File: config.mk
export PLATFORM = sky130hd
export DESIGN_NAME = rotor_sensor_phasing_decoder
export DESIGN_NICKNAME = d
export VERILOG_FILES = /design/src/design/rotor_phasing_pkg.sv /design/src/design/pin_sync3.sv /design/src/design/rotor_sensor_phasing_decoder.sv
export SDC_FILE = /design/constraint.sdc
export NUM_CORES = 1
export LEC_CHECK = 0
export BUFFER_PORTS_ARGS = -buffer_cell sky130_fd_sc_hd__buf_4
export CORE_UTILIZATION = 35
export DETAILED_ROUTE_END_ITERATION = 7
export PLACE_DENSITY_LB_ADDON = 0.2
export SLEW_MARGIN = 20
export SYNTH_ARGS = -nofsm -noshare
export SYNTH_HDL_FRONTEND = slang
export SYNTH_SLANG_ARGS = --single-unit
File: constraint.sdc
create_clock -name clk_sys -period 1.7 [get_ports clk_sys]
set_clock_uncertainty 0.15 [all_clocks]
set_input_delay 0.17 -clock clk_sys [delete_from_list [all_inputs] [get_ports clk_sys]]
set_output_delay 0.17 -clock clk_sys [all_outputs]
set_load 0.02 [all_outputs]
File: src/design/rotor_phasing_pkg.sv
// Package with codes, field positions and carrier types for the rotor phasing decoder.
package rotor_phasing_pkg;

  // Sensor code bit positions: a is the most significant bit.
  localparam int unsigned SENSOR_A_POS = 2;
  localparam int unsigned SENSOR_B_POS = 1;
  localparam int unsigned SENSOR_C_POS = 0;

  // Codes that are invalid in each convention.
  localparam logic [2:0] BAD_60_LO  = 3'h2;
  localparam logic [2:0] BAD_60_HI  = 3'h5;
  localparam logic [2:0] BAD_120_LO = 3'h0;
  localparam logic [2:0] BAD_120_HI = 3'h7;

  // Reset values of the registered outputs.
  localparam logic [2:0] DRIVE_RESET = 3'h0;
  localparam logic       FAULT_N_RESET = 1'b0;

  // Phase indexes for drive vectors.
  localparam logic [1:0] PHASE_A = 2'h0;
  localparam logic [1:0] PHASE_B = 2'h1;
  localparam logic [1:0] PHASE_C = 2'h2;
  localparam logic [1:0] PHASE_NONE = 2'h3;

  // Protection inputs grouped together.
  typedef struct packed {
    logic output_enable;
    logic current_trip;
    logic undervoltage;
    logic thermal_trip;
  } protect_s;

  // Gate drive outputs, one bit per phase, bit 0 is phase a.
  typedef struct packed {
    logic [2:0] top;
    logic [2:0] bottom;
  } drive_s;

endpackage

File: src/design/pin_sync3.sv
// Three-stage synchroniser that accepts a change once stages two and three agree.
`timescale 1ns/1ns
module pin_sync3 #(
  parameter int unsigned WIDTH = 1
) (
  input  wire logic             clk_sys,  // System clock.
  input  wire logic             rst_n,    // Asynchronous reset, active low.
  input  wire logic [WIDTH-1:0] pin_in,   // Raw asynchronous input.
  output logic      [WIDTH-1:0] level_out // Settled level.
);

  typedef struct packed {
    logic [WIDTH-1:0] s1;
    logic [WIDTH-1:0] s2;
    logic [WIDTH-1:0] s3;
    logic [WIDTH-1:0] lvl;
  } sync_state_s;

  sync_state_s st_reg;
  sync_state_s st_next;

  // Stage one feeds only stage two; the level moves per bit where two and three agree.
  always_comb begin
    st_next     = st_reg;
    st_next.s1  = pin_in;
    st_next.s2  = st_reg.s1;
    st_next.s3  = st_reg.s2;
    st_next.lvl = (st_reg.s2 & st_reg.s3) | (st_reg.lvl & (st_reg.s2 | st_reg.s3));
  end

  always_ff @(posedge clk_sys or negedge rst_n) begin
    if (!rst_n) begin
      st_reg <= '0;
    end else begin
      st_reg <= st_next;
    end
  end

  assign level_out = st_reg.lvl;

endmodule // pin_sync3

File: src/design/rotor_sensor_phasing_decoder.sv
// Six-step commutation decoder for three rotor sensors with selectable phasing.
// How it works
// - 60 degree order reversed gives 300 degree order.
// - 120 degree order reversed gives 240 degree order.
// - 60 setting runs 60 or 300 sensors.
// - 120 setting runs 120 or 240 sensors.
// - Valid code enables one top, one bottom, different phases.
// - Select link tied chooses 120, open chooses 60.
// - Output enable low forces all top drives off.
// - Fault low on invalid, disable, trip, undervoltage, thermal.
// - Code 100 swaps its pair with direction.
`timescale 1ns/1ns
module rotor_sensor_phasing_decoder (
  input  wire logic                        clk_sys,             // System clock, 100 MHz.
  input  wire logic                        rst_n,               // Asynchronous reset, active low.
  input  wire logic                        rotor_sensor_a,      // Rotor sensor a pin.
  input  wire logic                        rotor_sensor_b,      // Rotor sensor b pin.
  input  wire logic                        rotor_sensor_c,      // Rotor sensor c pin.
  input  wire logic                        phasing_select_link, // High selects 120/240 phasing.
  input  wire logic                        forward,             // High for forward direction.
  input  wire rotor_phasing_pkg::protect_s protect,             // Enable and protection pins.
  output rotor_phasing_pkg::drive_s        drive,               // Registered gate drives.
  output logic                             fault_n              // Fault indication, active low.
);

  // All pins come from outside the clock domain.
  logic [6:0] pins_raw;
  logic [6:0] pins_sync;
  assign pins_raw = {rotor_sensor_a, rotor_sensor_b, rotor_sensor_c, phasing_select_link,
                     forward, protect.output_enable, protect.current_trip | protect.undervoltage
                     | protect.thermal_trip};

  pin_sync3 #(
    .WIDTH(7)
  ) u_pin_sync (
    .clk_sys  (clk_sys),
    .rst_n    (rst_n),
    .pin_in   (pins_raw),
    .level_out(pins_sync)
  );

  logic [2:0] code;
  logic       sel_120;
  logic       dir_fwd;
  logic       enable;
  logic       trip;
  assign code    = pins_sync[6:4];
  assign sel_120 = pins_sync[3];
  assign dir_fwd = pins_sync[2];
  assign enable  = pins_sync[1];
  assign trip    = pins_sync[0];

  typedef struct packed {
    rotor_phasing_pkg::drive_s drv;
    logic                      fault_n;
  } dec_state_s;

  dec_state_s st_reg;
  dec_state_s st_next;

  // Step index 0..5 along the forward code order of the chosen convention, 6 if invalid.
  // Sensors of the reversed convention walk the same codes backwards, so the same table turns
  // the motor the other way without any extra logic.
  function automatic logic [2:0] step_of(input logic [2:0] c, input logic s120);
    logic [2:0] s;
    s = 3'h6;
    if (!s120) begin
      case (c)
        3'h4: s = 3'h0;
        3'h6: s = 3'h1;
        3'h7: s = 3'h2;
        3'h3: s = 3'h3;
        3'h1: s = 3'h4;
        3'h0: s = 3'h5;
        default: s = 3'h6;
      endcase
    end else begin
      case (c)
        3'h5: s = 3'h0;
        3'h4: s = 3'h1;
        3'h6: s = 3'h2;
        3'h2: s = 3'h3;
        3'h3: s = 3'h4;
        3'h1: s = 3'h5;
        default: s = 3'h6;
      endcase
    end
    return s;
  endfunction

  logic [2:0] step;
  logic [1:0] top_ph;
  logic [1:0] bot_ph;
  logic       valid;

  // Each step pairs a top phase and a different bottom phase; reverse swaps them.
  always_comb begin
    step   = step_of(code, sel_120);
    valid  = (step != 3'h6);
    top_ph = rotor_phasing_pkg::PHASE_NONE;
    bot_ph = rotor_phasing_pkg::PHASE_NONE;
    case (step)
      3'h0: begin
        top_ph = rotor_phasing_pkg::PHASE_A;
        bot_ph = rotor_phasing_pkg::PHASE_B;
      end
      3'h1: begin
        top_ph = rotor_phasing_pkg::PHASE_A;
        bot_ph = rotor_phasing_pkg::PHASE_C;
      end
      3'h2: begin
        top_ph = rotor_phasing_pkg::PHASE_B;
        bot_ph = rotor_phasing_pkg::PHASE_C;
      end
      3'h3: begin
        top_ph = rotor_phasing_pkg::PHASE_B;
        bot_ph = rotor_phasing_pkg::PHASE_A;
      end
      3'h4: begin
        top_ph = rotor_phasing_pkg::PHASE_C;
        bot_ph = rotor_phasing_pkg::PHASE_A;
      end
      3'h5: begin
        top_ph = rotor_phasing_pkg::PHASE_C;
        bot_ph = rotor_phasing_pkg::PHASE_B;
      end
      default: begin
        top_ph = rotor_phasing_pkg::PHASE_NONE;
        bot_ph = rotor_phasing_pkg::PHASE_NONE;
      end
    endcase
    if (!dir_fwd) begin
      {top_ph, bot_ph} = {bot_ph, top_ph};
    end
  end

  // Output stage: enable gates the top drives only; bottoms keep steering for braking.
  always_comb begin
    st_next            = st_reg;
    st_next.drv.top    = 3'h0;
    st_next.drv.bottom = 3'h0;
    if (valid) begin
      if (enable) begin
        st_next.drv.top[top_ph] = 1'b1;
      end
      st_next.drv.bottom[bot_ph] = 1'b1;
    end
    st_next.fault_n = valid && enable && !trip;
  end

  always_ff @(posedge clk_sys or negedge rst_n) begin
    if (!rst_n) begin
      st_reg.drv.top    <= rotor_phasing_pkg::DRIVE_RESET;
      st_reg.drv.bottom <= rotor_phasing_pkg::DRIVE_RESET;
      st_reg.fault_n    <= rotor_phasing_pkg::FAULT_N_RESET;
    end else begin
      st_reg <= st_next;
    end
  end

  assign drive   = st_reg.drv;
  assign fault_n = st_reg.fault_n;

  property p_one_top_one_bottom;
    @(posedge clk_sys) disable iff (!rst_n)
      (valid && enable) |=> ($onehot(drive.top) && $onehot(drive.bottom)
                             && ((drive.top & drive.bottom) == 3'h0));
  endproperty
  a_one_top_one_bottom: assert property (p_one_top_one_bottom)
    else $error("Valid code did not give one top and one bottom on different phases.");

  property p_enable_low_tops_off;
    @(posedge clk_sys) disable iff (!rst_n)
      !enable |=> (drive.top == 3'h0) && !fault_n;
  endproperty
  a_enable_low_tops_off: assert property (p_enable_low_tops_off)
    else $error("Top drive active or fault clear while disabled.");

  property p_invalid_all_off;
    @(posedge clk_sys) disable iff (!rst_n)
      !valid |=> (drive.top == 3'h0) && (drive.bottom == 3'h0) && !fault_n;
  endproperty
  a_invalid_all_off: assert property (p_invalid_all_off)
    else $error("Invalid sensor code left a drive on or fault clear.");

  property p_trip_fault;
    @(posedge clk_sys) disable iff (!rst_n)
      trip |=> !fault_n;
  endproperty
  a_trip_fault: assert property (p_trip_fault)
    else $error("Protection trip did not assert the fault.");

  property p_fault_clear;
    @(posedge clk_sys) disable iff (!rst_n)
      (valid && enable && !trip) |=> fault_n;
  endproperty
  a_fault_clear: assert property (p_fault_clear)
    else $error("Fault asserted with no cause.");

  property p_code100_fwd;
    @(posedge clk_sys) disable iff (!rst_n)
      (code == 3'h4 && dir_fwd && enable && !sel_120) |=> (drive.top == 3'h1)
                                                          && (drive.bottom == 3'h2);
  endproperty
  a_code100_fwd: assert property (p_code100_fwd)
    else $error("Code 100 forward gave the wrong pair.");

  property p_code100_rev;
    @(posedge clk_sys) disable iff (!rst_n)
      (code == 3'h4 && !dir_fwd && enable && !sel_120) |=> (drive.top == 3'h2)
                                                           && (drive.bottom == 3'h1);
  endproperty
  a_code100_rev: assert property (p_code100_rev)
    else $error("Code 100 reverse did not swap the pair.");

  property p_sel60_bad;
    @(posedge clk_sys) disable iff (!rst_n)
      (!sel_120 && (code == rotor_phasing_pkg::BAD_60_LO || code == rotor_phasing_pkg::BAD_60_HI))
        |=> !fault_n;
  endproperty
  a_sel60_bad: assert property (p_sel60_bad)
    else $error("Code invalid for 60 degree phasing accepted.");

  property p_sel120_bad;
    @(posedge clk_sys) disable iff (!rst_n)
      (sel_120 && (code == rotor_phasing_pkg::BAD_120_LO
                   || code == rotor_phasing_pkg::BAD_120_HI)) |=> !fault_n;
  endproperty
  a_sel120_bad: assert property (p_sel120_bad)
    else $error("Code invalid for 120 degree phasing accepted.");

  property p_step_advance;
    @(posedge clk_sys) disable iff (!rst_n)
      (valid && $past(valid) && step != $past(step)) |->
        (step == (($past(step) == 3'h5) ? 3'h0 : $past(step) + 3'h1)
         || $past(step) == ((step == 3'h5) ? 3'h0 : step + 3'h1) || $changed(sel_120));
  endproperty
  a_step_advance: assert property (p_step_advance)
    else $error("Sensor code skipped a step.");

endmodule // rotor_sensor_phasing_decoder

==> results of run 1 <==
[layer usage]
| layer | GRT usage | up-vias | part of all wire |
|---|---|---|---|
| met5 | 0 | - | 0 |
| met4 | 0.0698 | 0 | 0.0065 |
| met3 | 0.0649 | 2 | 0.056 |
| met2 | 0.168 | 18 | 0.49 |
| met1 | 0.121 | 301 | 0.44 |
| li1 | - | 301 | - |
[worst max-delay path: stages]
cell and delay [ns]:
dlygate4sd3_1 0.54, buf_4 0.13, or3_1 0.29, dlygate4sd3_1 0.56
[cell type report]
class | count | area, um^2 | area share
tap | 44 | 55.1 | 0.0369
multi-input combinational | 34 | 273 | 0.183
timing repair buffer | 26 | 218 | 0.146
clock buffer | 7 | 65.1 | 0.0436
sequential | 35 | 876 | 0.586
clock inverter | 1 | 7.51 | 0.00503
[cells in the final DEF (no fill, tap or decap), types with 2 or more instances in the layout]
master,count
buf_4,17
clkbuf_4,5
nand2b_1,3
maj3_1,7
mux2i_1,4
dfrtp_1,35
a21boi_1,2
or3_1,3
clkbuf_8,2
dlygate4sd3_1,9
[path summary, 6_finish.rpt]
| check | from | to | slack [ns] | cells past startpoint |
|---|---|---|---|---|
| max | protect[0] | u_pin_sync.st_next[14] | 0.09 | 4 |
| min | rst_n | drive[1] | 0.16 | 2 |
| max reg2reg | u_pin_sync.level_out[3] | drive[3] | 0.32 | 3 |
| min reg2reg | u_pin_sync.st_next[17] | u_pin_sync.st_next[10] | 0.21 | 0 |
| max in group asynchronous | rst_n | u_pin_sync.st_next[15] | 0.93 | 2 |
| min in group clk_sys | u_pin_sync.st_next[17] | u_pin_sync.st_next[10] | 0.21 | 0 |
[logic make-up (layout without fill, tap and decap cells)]
| kind of cell | after synthesis | count (layout) | synth area share |
|---|---|---|---|
| AOI/OAI and AO/OA | 4 | 4 | 0.0236 |
| xor gates and xnor gates | 2 | 2 | 0.0150 |
| adders and majority gates | 7 | 7 | 0.0600 |
| buffers and inverters | 2 | 34 | 0.0161 |
| DFF | 35 | 35 | 0.750 |
| muxes | 4 | 4 | 0.0343 |
| and+or+nand+nor | 17 | 17 | 0.101 |
[stage by stage]
step,utilization,instance area [um^2],total power [mW],cells,hold WS (ns)
floorplan,-,1170,1.05,71,-0.276
global placement,0.429,1330,1.12,130,-0.0134
detailed placement,0.429,1330,1.12,130,-0.0102
CTS,0.481,1490,1.64,147,0.159
global route,0.481,1490,1.72,147,0.174
finish,0.481,1490,1.62,147,0.162
[power by group]
group,switching [mW],internal (mW)
Clock,0.261,0.242
Sequential,0.0414,0.889
Combinational,0.0835,0.101
==> summary.txt, run 1 <==
Outcome
  – Status: complete, no violations

Clock network
  – CTS tree: done
  – CTS resizes: 0
  – H-tree levels: 2
  – Post-CTS Setup Bufs: 0
  – CTS Buffer Depth: 2
  – CTS Hold Buffers Added: 9
  – CTS buffer count: 5
  – CTS clk-pin slew, worst paths: 0.11 ns
  – Clk sinks: 35
  – Root Buffer: clkbuf_4
  – Clk_lat worst skew: 0.33 ns

Global routing
  – First-pass GRT wire length: 2.68 mm
  – Largest net degree at the start of global routing: 36
  – Initial antenna violation count: 0
  – Gr usage total: 0.112
  – Vias in the first global route: 604
  – Total congestion overflow: 0

Routing
  – Via density: 4.23
  – Drt drc: 0
  – Drt first pass iters: 3
  – 1st-iter DRT viols: 19
  – Post-route ant nets: 0
  – Routed wire per std cell: 10.5 um
  – Via count: 622
  – Post-Route WL: 1.55 mm

Timing
  – Unrepaired setup endpoints after global routing: no
  – TNS Setup: 0 ns
  – Relative slew slack: 0.726
  – # setup viols final: 0
  – Post-route clock period utilization: 0.950
  – Slew Viols, Final: 0
  – Transition time of the tightest slew-check pin: 0.411 ns
  – Final hold vios: 0
  – Fin crit period: 1.61 ns
  – Setup WS post-layout: 0.0855 ns
  – Fmax: 619 MHz

Critical path
  – Maximum fanout along the worst path: 1
  – CP startpoint kind: input pin
  – CP Data Required Time: 1.77 ns
  – Crit path kind: input pin to flip-flop
  – CP arrival: 1.68 ns
  – CP endpoint kind: flip-flop

Placed design
  – RD Place Congestion: 0.745
  – Worst slack, placed: 0.326 ns
  – Port Buffer Count: 17
  – DP HPWL: 997 um

Power and ir drop
  – Peak supply drop: 0.000585 V
  – Power per cell area: 1080 mW/mm^2
  – Pleak: 0.666 nW

Layout
  – Area Overhead vs Synth: 28.0%
  – Layout cells sized above 1: 0.282
  – Max reg flops: 14
  – Fillcell total: 300
  – Antenna diodes: 0
  – Final layout net count: 113

Logic synthesis
  – Share of the synthesized area in the top cell type: 0.750
  – Synth cell count leaders: 35 x dfrtp_1, 7 x maj3_1, 4 x mux2i_1
  – Top post-synthesis cells by area: dfrtp_1 75%, maj3_1 6.0%, mux2i_1 3.4%
  – Post-synthesis async set-or-reset flop share: 1.00
  – Cell with the most instances after synthesis: dfrtp_1
  – Syn avg cell area: 16.4 um^2
  – Seq cells post-synth: 35
  – Yosys Warn Count: 0
  – Syn nets: 82
  – Register area share after synthesis: 0.750
  – Number of enable flip-flop cells after synthesis: 0
  – Synthesized area: 0.00117 mm^2
  – Yosys top cell by area: dfrtp_1
  – Post-synth top flop: dfrtp_1
  – Synth Instances: 71
  – Count of cell types in the netlist: 23

Die
  – Area of the core: 0.00310 mm^2
  – DIE AREA: 0.00357 mm^2
  – Die height: 59.8 um
  – I/O pin total: 18
  – Die X: 59.8 um
  – Num rows: 20
  – Initial Util: 0.376

Worst hold path
  – Hold Crit Class: input pin to async pin

Flow run
  – Max-cap violations: 0
(Power assumes the default switching activity.)
==> run 2: changes to the inputs <==
--- a/config.mk
+++ b/config.mk
@@ -5,9 +5,10 @@
 export SDC_FILE = /design/constraint.sdc
 export NUM_CORES = 1
 export LEC_CHECK = 0
-export BUFFER_PORTS_ARGS = -buffer_cell sky130_fd_sc_hd__buf_4
+export CORE_MARGIN = 1.5
 export CORE_UTILIZATION = 35
 export DETAILED_ROUTE_END_ITERATION = 7
+export DONT_BUFFER_PORTS = 1
 export PLACE_DENSITY_LB_ADDON = 0.2
 export SLEW_MARGIN = 20
 export SYNTH_ARGS = -nofsm -noshare
==> summary.txt, run 2 (synthesis results as in run 1) <==
Outcome
  – Status: complete, no violations

Layout
  – Commonest non-fill, non-tap cell in the layout: dfrtp_1
  – Layout cells sized above 1: 0.149 (-0.132)
  – Finished Layout Cells: 131 (-11%)
  – Final layout net count: 97 (-14%)
  – Commonest cells after routing, fill and taps aside: 35 x dfrtp_1, 9 x dlygate4sd3_1, 7 x maj3_1
  – Max reg flops: 14 (unchanged)
  – Area Overhead vs Synth: 19.8%
  – Antenna diodes: 0 (unchanged)

Timing
  – # setup viols final: 0 (unchanged)
  – TNS Setup: 0 ns (unchanged)
  – Slew Viols, Final: 0 (unchanged)
  – Fmax: 685 MHz (+11%)
  – Unrepaired setup endpoints after global routing: no
  – Post-route clock period utilization: 0.859 (-0.0910)
  – Transition time of the tightest slew-check pin: 0.289 ns (-0.122 ns)
  – Final hold vios: 0 (unchanged)
  – Fin crit period: 1.46 ns (-0.155 ns)
  – Relative slew slack: 0.802 (+0.0761)

Power and ir drop
  – Pleak: 0.599 nW (-10%)
  – Power per cell area: 1200 mW/mm^2 (+11%)
  – Peak supply drop: 0.000585 V (about the same)

Die
  – Die X: 60.8 um (+1.7%)
  – DIE AREA: 0.00369 mm^2 (+3.4%)
  – Die height: 60.8 um (+1.7%)
  – Initial Util: 0.376 (unchanged)
  – Area of the core: 0.00310 mm^2 (unchanged)
  – Num rows: 20 (unchanged)
  – I/O pin total: 18 (unchanged)

Placed design
  – Port Buffer Count: 0 (-17)
  – RD Place Congestion: 0.697 (-6.4%)
  – Inst Count DP: 113 (-13%)
  – DP HPWL: 922 um (-7.5%)

Critical path
  – Crit path kind: input pin to flip-flop
  – R2R Setup Slk: 0.27 ns (-0.05 ns)
  – CP Data Required Time: 1.78 ns (about the same)
  – Maximum fanout along the worst path: 1 (unchanged)
  – R2r endpoint: fault_n
  – CP arrival: 1.54 ns (-0.14 ns)
  – CP startpoint kind: input pin
  – CP endpoint kind: flip-flop
  – R2R cell count: 3 (unchanged)
  – CP startpoint: protect[0]
  – Crit Reg-Reg Startpoint: u_pin_sync.level_out[3]

Clock network
  – CTS clk-pin slew, worst paths: 0.11 ns (about the same)
  – CTS Buffer Depth: 2 (unchanged)
  – Post-CTS Setup Bufs: 0 (unchanged)
  – Clk sinks: 35 (unchanged)
  – CTS tree: done
  – CTS buffer count: 5 (unchanged)
  – Clk_lat worst skew: 0.34 ns (about the same)
  – Root Buffer: clkbuf_4
  – H-tree levels: 2 (unchanged)

Routing
  – 1st-iter DRT viols: 5 (-14)
  – Via count: 585 (-5.9%)
  – M1 wire length: 658 um (-4.5%)
  – Wire length on met3: 116 um (+33%)
  – Met2 routed WL: 654 um (-14%)
  – Post-route ant nets: 0 (unchanged)
  – Routed wire per std cell: 11.0 um (+4.6%)
  – Top Layer Used: met4
  – Drt drc: 0 (unchanged)
  – Drt first pass iters: 3 (unchanged)
  – Via density: 4.47 (+5.5%)
  – Post-Route WL: 1.44 mm (-6.8%)

Global routing
  – Gr usage total: 0.102 (-0.00985)
  – Vias in the first global route: 587 (-2.8%)
  – Initial antenna violation count: 0 (unchanged)
  – First-pass GRT wire length: 2.55 mm (-4.9%)
  – Largest net degree at the start of global routing: 36 (unchanged)
  – Total congestion overflow: 0 (unchanged)

Flow run
  – Max-cap violations: 0 (unchanged)

Worst hold path
  – Hold Crit Class: input pin to async pin
==> run 2: changes by cell type in the layout (fill, tap and decap cells not counted), sizes merged <==
cell      delta
clkbuf       -2
clkinvlp     -1
bufinv       +1
inv          +1
clkinv       +1
buf         -16
==> run 2: what timing repair did <==
| item | CTS | global route |
|---|---|---|
| resized for setup | 0 | 0 |
| hold buffers | 10 | 0 |
| hold endpoints to repair | 42 | 0 |
==> run 2: final cells by class <==
type                            count  area [um^2]
Fill cell                         294         1700
Timing Repair Buffer               10          110
Sequential cell                    35          876
Clock inverter                      3         47.5
Clock buffer                        5         37.5
Tap cell                           44         55.1
Multi-Input combinational cell     34          273
==> run 2: per-stage QoR <==
step                hold WS [ns]  worst slack (ns)   util  total power [mW]  cell area [um^2]
finish                     0.129             0.240  0.451              1.68              1400
global route               0.112             0.161  0.451              1.77              1400
CTS                        0.125             0.263  0.451              1.71              1400
detailed placement        -0.275             0.317  0.388              1.06              1200
global placement          -0.275             0.317  0.388              1.05              1200
floorplan                 -0.276             0.410      -              1.05              1170
==> run 2: worst max path at each step <==
stage                                   to
finish              u_pin_sync.st_next[14]
global route                       fault_n
CTS                 u_pin_sync.st_next[14]
detailed placement                 fault_n
global placement                   fault_n
floorplan                         drive[5]
==> run 2: per-layer routing <==
layer  GRT usage  vias up
met1       0.107      289
li1            -      272
met2       0.158       22
met4      0.0466        0
met3      0.0704        2
met5           0        -
==> run 2: where the power goes <==
part	switching (mW)	internal [mW]
Clock	0.283	0.317
Sequential	0.0687	0.890
Combinational	0.0505	0.0674
Total	0.402	1.27
==> run 2: worst max-delay path: stages <==
cell	delay (ns)
dlygate4sd3_1	0.53
or3_1	0.29
dlygate4sd3_1	0.55
